[src/qsf_consts.vh]
// Purpose: shared constants of the quad serial flash controller
// Assumes: 25 MHz system clock
// Notes: serial clock is derived by dividing the system clock
`ifndef QSF_CONSTS_VH
`define QSF_CONSTS_VH

// Timing
`define QSF_CLK_PERIOD_NS 40
`define QSF_SCLK_PERIOD_NS 320
`define QSF_HALF_CYC (`QSF_SCLK_PERIOD_NS / (2 * `QSF_CLK_PERIOD_NS))

// Transfer layout
`define QSF_CMD_QREAD 8'hEB
`define QSF_DIR_LEN 3'h4
`define QSF_CMD_NIB 5'h2
`define QSF_ADDR_NIB 5'h6
`define QSF_CS_BIT 24

// Reset values
`define QSF_CS_IDLE 2'h3
`define QSF_NIB_RST 4'h0

`endif

[src/qsf_fifo.v]
// Purpose: small synchronous FIFO for read data
// Assumes: single clock, synchronous active-low reset
// Notes: full, valid and the head word are registers
`timescale 1ns/1ps
module qsf_fifo #(
   parameter WIDTH = 8,
   parameter DEPTH = 4,
   parameter AW = 2
) (
   // Clock and reset
   input wire i_clk,
   input wire i_rst_b,
   // Fill side
   input wire i_valid,
   output wire o_ready,
   input wire [WIDTH-1:0] i_data,
   // Drain side
   output wire o_valid,
   input wire i_ready,
   output wire [WIDTH-1:0] o_data
);
   reg [WIDTH-1:0] mem [0:DEPTH-1];
   reg [WIDTH-1:0] head;
   reg [AW-1:0] wptr;
   reg [AW-1:0] rptr;
   reg [AW:0] count;
   reg full;
   reg avail;
   wire push;
   wire pop;
   wire [AW-1:0] next_rptr;
   wire [AW:0] next_count;

   assign push = i_valid && !full;
   assign pop = i_ready && avail;
   assign o_ready = !full;
   assign o_valid = avail;
   assign o_data = head;
   assign next_rptr = !pop ? rptr : (rptr == DEPTH - 1) ? {AW{1'b0}} : rptr + 1'b1;
   assign next_count = count + {{AW{1'b0}}, push} - {{AW{1'b0}}, pop};

   // Head word is registered so the drain side comes straight from flops
   always @(posedge i_clk) begin
      if (push) begin
         mem[wptr] <= i_data;
      end
      head <= (push && wptr == next_rptr) ? i_data : mem[next_rptr];
   end

   always @(posedge i_clk) begin
      if (!i_rst_b) begin
         wptr <= {AW{1'b0}};
         rptr <= {AW{1'b0}};
         count <= {(AW+1){1'b0}};
         full <= 1'b0;
         avail <= 1'b0;
      end else begin
         if (push) begin
            wptr <= (wptr == DEPTH - 1) ? {AW{1'b0}} : wptr + 1'b1;
         end
         rptr <= next_rptr;
         count <= next_count;
         full <= (next_count == DEPTH);
         avail <= (next_count != {(AW+1){1'b0}});
      end
   end
endmodule

[src/qsf_ctrl.v]
// Purpose: quad serial flash controller, direct and indirect transfers
// Assumes: loopback clock and data pins arrive asynchronously
// Notes: serial clock period is fixed by the divider constant
// Function
// RULE1: Two chip selects; only the one addressed by the transfer goes active.
// RULE2: Direct read requests and software-triggered indirect transfers both supported.
// RULE3: Clock mode 0 only; serial clock idles low between transfers.
// RULE4: Read data is sampled on the falling serial clock edge.
// RULE5: Capture is timed by the looped-back clock to cancel skew.
// RULE6: Four two-way data lines; flash holds data stable around falling edge.
// RULE7: Chip select goes active a programmed number of periods before first fall.
// RULE8: Chip select goes inactive a programmed number of periods after last fall.
// RULE9: First data value is driven one full period before first falling edge.
// RULE10: Indirect completion shows on a status flag software can poll.
`timescale 1ns/1ps
`include "qsf_consts.vh"
module qsf_ctrl (
   // Clock and reset
   input wire I_CLK,
   input wire I_RST_B,
   // Timing configuration, in serial clock periods
   input wire [3:0] I_LEAD,
   input wire [3:0] I_TAIL,
   input wire [3:0] I_DUMMY,
   // Direct read request
   input wire I_DIR_REQ,
   input wire [24:0] I_DIR_ADDR,
   // Indirect transfer
   input wire I_IND_GO,
   input wire I_IND_CS,
   input wire [7:0] I_IND_CMD,
   input wire [23:0] I_IND_ADDR,
   input wire I_IND_WR,
   input wire [2:0] I_IND_LEN,
   input wire [31:0] I_IND_WDATA,
   // Status
   output reg O_BUSY,
   output reg O_IND_DONE,
   // Read data stream
   output wire O_RD_VALID,
   input wire I_RD_READY,
   output wire [7:0] O_RD_DATA,
   // Flash pins
   output reg O_SCLK,
   output reg [1:0] O_CS_B,
   output reg [3:0] O_D_OUT,
   output reg [3:0] O_D_OE,
   input wire [3:0] I_D_IN,
   input wire I_SCLK_LB
);
   localparam ST_IDLE = 2'h0;
   localparam ST_LEAD = 2'h1;
   localparam ST_SHIFT = 2'h2;
   localparam ST_TAIL = 2'h3;
   localparam integer HALF_N = `QSF_HALF_CYC;
   localparam [2:0] HALF = HALF_N[2:0];

   reg [1:0] state;
   reg [2:0] hc;
   reg [4:0] cnt;
   reg [63:0] sh;
   reg [4:0] out_left;
   reg [3:0] dum_left;
   reg [3:0] rd_left;
   reg ind_xfer;
   reg pend;
   // Synchronisers and capture
   reg lb_s1;
   reg lb_s2;
   reg lb_s3;
   reg [3:0] d_s1;
   reg [3:0] d_s2;
   reg [3:0] d_s3;
   reg [4:0] skip;
   reg [3:0] cap_left;
   reg half;
   reg [3:0] hi;
   reg push;
   reg [7:0] push_data;

   wire tick;
   wire lb_fall;
   wire fifo_ready;
   wire dir_go;
   wire ind_go;
   wire [2:0] len;
   wire [4:0] lead_h;
   wire [4:0] tail_h;
   wire rd_phase;
   wire stall;

   assign tick = (hc == HALF - 3'h1);
   assign lb_fall = !lb_s2 && lb_s3;
   assign dir_go = I_DIR_REQ;
   assign ind_go = I_IND_GO && !I_DIR_REQ;
   assign len = dir_go ? `QSF_DIR_LEN : I_IND_LEN;
   // Zero lead or tail is treated as one period
   assign lead_h = (I_LEAD == 4'h0) ? 5'h0 : {I_LEAD, 1'b0} - 5'h2;
   assign tail_h = (I_TAIL == 4'h0) ? 5'h2 : {I_TAIL, 1'b0};
   assign rd_phase = (out_left == 5'h0) && (dum_left == 4'h0);
   // Hold the clock low at a byte start until the FIFO can take it
   assign stall = rd_phase && !rd_left[0] && (!fifo_ready || pend);

   qsf_fifo #(
      .WIDTH(8),
      .DEPTH(4),
      .AW(2)
   ) u_fifo (
      .i_clk(I_CLK),
      .i_rst_b(I_RST_B),
      .i_valid(push),
      .o_ready(fifo_ready),
      .i_data(push_data),
      .o_valid(O_RD_VALID),
      .i_ready(I_RD_READY),
      .o_data(O_RD_DATA)
   );

   // Loopback clock and data share the same synchroniser depth
   always @(posedge I_CLK) begin
      if (!I_RST_B) begin
         lb_s1 <= 1'b0;
         lb_s2 <= 1'b0;
         lb_s3 <= 1'b0;
         d_s1 <= `QSF_NIB_RST;
         d_s2 <= `QSF_NIB_RST;
         d_s3 <= `QSF_NIB_RST;
      end else begin
         lb_s1 <= I_SCLK_LB; // RULE5
         lb_s2 <= lb_s1;
         lb_s3 <= lb_s2;
         d_s1 <= I_D_IN;
         d_s2 <= d_s1;
         d_s3 <= d_s2;
      end
   end

   // Capture: d_s3 was sampled with lb_s3 high, just before the fall
   always @(posedge I_CLK) begin
      if (!I_RST_B) begin
         skip <= 5'h0;
         cap_left <= 4'h0;
         half <= 1'b0;
         hi <= `QSF_NIB_RST;
         push <= 1'b0;
         push_data <= 8'h00;
      end else begin
         push <= 1'b0;
         if (state == ST_IDLE && (dir_go || ind_go)) begin
            skip <= `QSF_CMD_NIB + `QSF_ADDR_NIB + {1'b0, I_DUMMY} +
               ((ind_go && I_IND_WR) ? {1'b0, len, 1'b0} : 5'h0);
            cap_left <= (ind_go && I_IND_WR) ? 4'h0 : {len, 1'b0};
            half <= 1'b0;
         end else if (lb_fall) begin
            if (skip != 5'h0) begin
               skip <= skip - 5'h1;
            end else if (cap_left != 4'h0) begin
               cap_left <= cap_left - 4'h1;
               if (!half) begin
                  hi <= d_s3; // RULE4
                  half <= 1'b1;
               end else begin
                  push_data <= {hi, d_s3}; // RULE6
                  push <= 1'b1;
                  half <= 1'b0;
               end
            end
         end
      end
   end

   // Sequencer
   always @(posedge I_CLK) begin
      if (!I_RST_B) begin
         state <= ST_IDLE;
         hc <= 3'h0;
         cnt <= 5'h0;
         sh <= 64'h0;
         out_left <= 5'h0;
         dum_left <= 4'h0;
         rd_left <= 4'h0;
         ind_xfer <= 1'b0;
         pend <= 1'b0;
         O_BUSY <= 1'b0;
         O_IND_DONE <= 1'b0;
         O_SCLK <= 1'b0;
         O_CS_B <= `QSF_CS_IDLE;
         O_D_OUT <= `QSF_NIB_RST;
         O_D_OE <= 4'h0;
      end else begin
         hc <= tick ? 3'h0 : hc + 3'h1;
         if (push) begin
            pend <= 1'b0;
         end
         case (state)
            ST_IDLE: begin
               O_SCLK <= 1'b0; // RULE3
               if (dir_go || ind_go) begin // RULE2
                  O_BUSY <= 1'b1;
                  hc <= 3'h0;
                  cnt <= lead_h;
                  ind_xfer <= ind_go;
                  if (ind_go) begin
                     O_IND_DONE <= 1'b0;
                  end
                  if (dir_go) begin
                     O_CS_B <= I_DIR_ADDR[`QSF_CS_BIT] ? 2'h1 : 2'h2; // RULE1
                     sh <= {`QSF_CMD_QREAD, I_DIR_ADDR[23:0], 32'h0};
                  end else begin
                     O_CS_B <= I_IND_CS ? 2'h1 : 2'h2; // RULE1
                     sh <= {I_IND_CMD, I_IND_ADDR, I_IND_WDATA};
                  end
                  out_left <= `QSF_CMD_NIB + `QSF_ADDR_NIB +
                     ((ind_go && I_IND_WR) ? {1'b0, len, 1'b0} : 5'h0);
                  dum_left <= I_DUMMY;
                  rd_left <= (ind_go && I_IND_WR) ? 4'h0 : {len, 1'b0};
                  state <= ST_LEAD;
               end
            end
            ST_LEAD: begin
               if (cnt == 5'h0) begin
                  // One period before the first fall
                  O_D_OUT <= sh[63:60]; // RULE9
                  O_D_OE <= 4'hF;
                  sh <= {sh[59:0], 4'h0};
                  hc <= 3'h0;
                  state <= ST_SHIFT; // RULE7
               end else if (tick) begin
                  cnt <= cnt - 5'h1;
               end
            end
            ST_SHIFT: begin
               if (tick) begin
                  if (!O_SCLK) begin
                     if (!stall) begin
                        O_SCLK <= 1'b1;
                     end
                  end else begin
                     O_SCLK <= 1'b0;
                     if (out_left != 5'h0) begin
                        out_left <= out_left - 5'h1;
                        if (out_left == 5'h1) begin
                           // Release the lines for turnaround
                           O_D_OE <= 4'h0;
                        end else begin
                           O_D_OUT <= sh[63:60];
                           sh <= {sh[59:0], 4'h0};
                        end
                     end else if (dum_left != 4'h0) begin
                        dum_left <= dum_left - 4'h1;
                     end else if (rd_left != 4'h0) begin
                        rd_left <= rd_left - 4'h1;
                        if (rd_left[0]) begin
                           pend <= 1'b1;
                        end
                     end
                     if ((out_left <= 5'h1) && (dum_left == 4'h0 ||
                        (out_left == 5'h0 && dum_left == 4'h1 && rd_left == 4'h0)) &&
                        (rd_left == 4'h0 || (rd_phase && rd_left == 4'h1))) begin
                        cnt <= tail_h;
                        state <= ST_TAIL;
                     end
                  end
               end
            end
            ST_TAIL: begin
               O_D_OE <= 4'h0;
               if (tick) begin
                  if (cnt <= 5'h1) begin
                     O_CS_B <= `QSF_CS_IDLE; // RULE8
                     O_BUSY <= 1'b0;
                     if (ind_xfer) begin
                        O_IND_DONE <= 1'b1; // RULE10
                     end
                     state <= ST_IDLE;
                  end else begin
                     cnt <= cnt - 5'h1;
                  end
               end
            end
            default: begin
               state <= ST_IDLE;
            end
         endcase
      end
   end
endmodule

[config.mk]
export PLATFORM = sky130hd
export DESIGN_NAME = qsf_ctrl
export DESIGN_NICKNAME = d
export VERILOG_FILES = /design/src/qsf_fifo.v /design/src/qsf_ctrl.v
export VERILOG_INCLUDE_DIRS = /design/src
export SDC_FILE = /design/constraint.sdc
export NUM_CORES = 1
export LEC_CHECK = 0
export BUFFER_PORTS_ARGS = -buffer_cell sky130_fd_sc_hd__buf_2
export CORE_ASPECT_RATIO = 0.5
export CORE_UTILIZATION = 51
export CTS_CLUSTER_SIZE = 14
export DETAILED_ROUTE_END_ITERATION = 10
export GPL_TIMING_DRIVEN = 0
export PLACE_DENSITY = 0.79
export REMOVE_ABC_BUFFERS = 1
export SETUP_SLACK_MARGIN = 0.4
export SLEW_MARGIN = 20
export SYNTH_ARGS = -nofsm -noshare
export SYNTH_HDL_FRONTEND = slang
export SYNTH_SLANG_ARGS = --single-unit
[constraint.sdc]
create_clock -name I_CLK -period 2.6 [get_ports I_CLK]
set_clock_uncertainty 0.15 [all_clocks]
set_input_delay 0.52 -clock I_CLK [delete_from_list [all_inputs] [get_ports I_CLK]]
set_output_delay 0.52 -clock I_CLK [all_outputs]
set_load 0.01 [all_outputs]
==> results_dict.tcl <==
set metrics [dict create \
    critPathArrivalTime_ns 2.94 \
    track_usage 0.246 \
    report.final.slew_viol_count 0 \
    irDropWorstVdd_v 0.000786 \
    synth-edff-count 32 \
    final_common_cell "dfxtp_1" \
    diodes 0 \
    yosysWarnings 0 \
    insertion_delay_ns 0.43 \
    synth.avg_cell_area_um2 9.56 \
    first_pass_iters 5 \
    wirelength_um 21500 \
    drt_iter0_drc 433 \
    place_hpwl_um 12800 \
    pin_count 138 \
    grt_pass1_vias 6897 \
    die_h_um 93.3 \
    min_path_type "input pin to flop" \
    fin_cells 1271 \
    max_freq_ghz 0.354 \
    design.die.area_um2 17200 \
    fin_crit_sh 1.09 \
    hold_viol_final 0 \
    synthFlopType "dfxtp_1" \
    htree_levels 4 \
    cts_sinks 180 \
    cts_buffers 17 \
    path_class "flop to flop" \
    placed_area_um2 9410 \
    min_period_ns 2.82 \
    grt_max_degree 85 \
    syn-instance-count 888 \
    grt_antenna_before_repair 0 \
    drt.antenna.violating_nets 0 \
    clockRootBuffer "clkbuf_16" \
    endpoint_kind "flop" \
    synthDistinctLibCells 69 \
    grt_pass1_wl_um 33300 \
    setup-violations-final 58 \
    globalRoute.totalOverflow 0 \
    slew_headroom 0.388 \
    syn_area_um2 8490 \
    async_reset_ff_frac 0 \
    avgRoutedWirePerCell_um 16.9 \
    crit_required_ns 2.72 \
    path_max_fanout 10 \
    rows 32 \
    start_util 0.537 \
    status "complete, but fails checks" \
    via_count 7355 \
    ys_seq_elements 180 \
    tightest_slew_ns 0.917 \
    p_leak_nw 4.57 \
    hold_buffers 0 \
    drt_drc_violations_left 0 \
    cts_tree "built" \
    fp.dieW_um 185 \
    cts_buffer_depth 2 \
    place_congestion 0.863 \
    fp.coreArea_um2 15800 \
    final_cell_mix "dfxtp_1 (136), buf_2 (126), nand2_1 (75), nor2_1 (75), mux2i_1 (47)" \
    io_buffers 137 \
    dp_cells 1185 \
    rsz0062_at_grt "yes" \
    nets 1185 \
    setup_slack_ns -0.223 \
    syn_to_final_growth_pct 33.4 \
    fin_hold_ws_ns 0.152 \
    clk_pin_slew_ns 0.07 \
    maxCapViolations 0 \
    yosys.area.top_type "dfxtp_1" \
    p_per_area_nw_per_um2 1220 \
    violations "negative setup slack" \
    synth_area_leaders "dfxtp_1 (35%), edfxtp_1 (11%), mux2i_1 (5.5%), ha_1 (4.4%), a221oi_2 (3.5%)" \
    synth.yosys.seq_area_share 0.462 \
    via_per_inst 5.79 \
    critPathLaunchType "flop" \
    final_area_um2 11300 \
    synth_top_area_share 0.349 \
    drive_above_1_share 0.352 \
]
[synthesized netlist by cell type (all sizes together) (3+ instances only)]
cell type	instances
edfxtp	32
a211oi	8
nand3b	3
nor3	43
o32ai	3
nand2	76
mux2i	47
buf	21
inv	30
nand2b	3
mux4	8
o31ai	5
a221oi	30
xnor2	10
nor4b	3
o211ai	28
clkbuf	48
nor2b	8
o21ai	44
nor3b	6
a21oi	34
ha	30
nand3	47
nand4	4
and3	5
and2	24
dfxtp	148
or3	6
o221ai	6
xor2	3
nor2	78
a31oi	5
or3b	3
[cells by family (layout without fill, tap and decap cells)]
group | count (synthesis) | count (layout) | synth area share
compound gates | 191 | 191 | 0.172
xor+xnor | 13 | 13 | 0.0134
fa+ha+maj | 32 | 32 | 0.0489
buf+inv | 100 | 262 | 0.0468
flops | 180 | 180 | 0.462
mux | 56 | 56 | 0.0779
simple gates | 316 | 316 | 0.179
[registers in the layout, indices dropped and copies added, names as in the netlist, 2 cells and up, named ones only]
signal / cells
cnt: 5
cap_left: 4
rd_left: 4
u_fifo.wptr: 2
d_s3: 4
sh: 64
push_data: 8
out_left: 5
dum_left: 4
state: 2
O_CS_B: 2
d_s2: 4
u_fifo.rptr: 2
hc: 3
skip: 5
hi: 4
u_fifo.count: 3
O_D_OUT: 4
d_s1: 4
u_fifo.mem: 32
[worst paths after layout]
path | startpoint | endpoint | slack [ns] | cells after the start
setup / recovery | cnt[1] | sh[3] | -0.22 | 11
setup reg to reg | cnt[1] | sh[3] | -0.22 | 11
hold reg to reg | d_s1[3] | d_s2[3] | 0.28 | 1
hold / removal | I_SCLK_LB | lb_s1 | 0.15 | 2
[cell type report]
| class | count | area, um2 |
|---|---|---|
| Multi-Input combinational cell | 608 | 4790 |
| Sequential cell | 180 | 3960 |
| Clock buffer | 20 | 469 |
| Timing Repair Buffer | 199 | 1580 |
| Fill cell | 1105 | 4490 |
| Clock inverter | 12 | 116 |
| Inverter | 31 | 141 |
| Tap cell | 221 | 277 |
[per-stage QoR]
step	setup slack, ns	total power [mW]	util	TNS (ns)
6_report	-0.223	13.8	0.716	-8.52
5_1_grt	-0.298	14.6	0.716	-13.68
4_1_cts	-0.133	12.7	0.676	-3.97
3_5_place_dp	-0.957	8.67	0.595	-60.54
3_3_place_gp	-5.00	7.70	0.580	-341.37
2_1_floorplan	-3.26	6.96	-	-190.88
[timing repair]
action,4_1_cts,5_1_grt
endpoints found under the setup margin,116,110
gates cloned,5,1
buffers inserted,20,28
pin swaps,19,28
resized for setup,79,99
[where the power goes]
group	total, mW	internal (mW)	switching [mW]
Sequential	3.93	3.43	0.499
Combinational	7.33	3.75	3.58
Clock	2.54	1.42	1.12
[per-layer routing]
layer / vias up / GRT usage / part of all wire
li1: 3545 / - / -
met3: 61 / 0.0537 / 0.061
met4: 0 / 0.0993 / 0.027
met1: 3472 / 0.306 / 0.43
met5: - / 0 / 0
met2: 277 / 0.415 / 0.48
[worst max-delay path, stage by stage (launching register included)]
cell	delay (ns)
dfxtp_2	0.33
inv_2	0.08
ha_4	0.13
or4b_4	0.47
a222oi_1	0.42
buf_4	0.20
o2111ai_4	0.12
clkbuf_16	0.20
buf_16	0.15
bufbuf_16	0.28
nand2_1	0.07
a21oi_1	0.06
(Power assumes the default switching activity.)
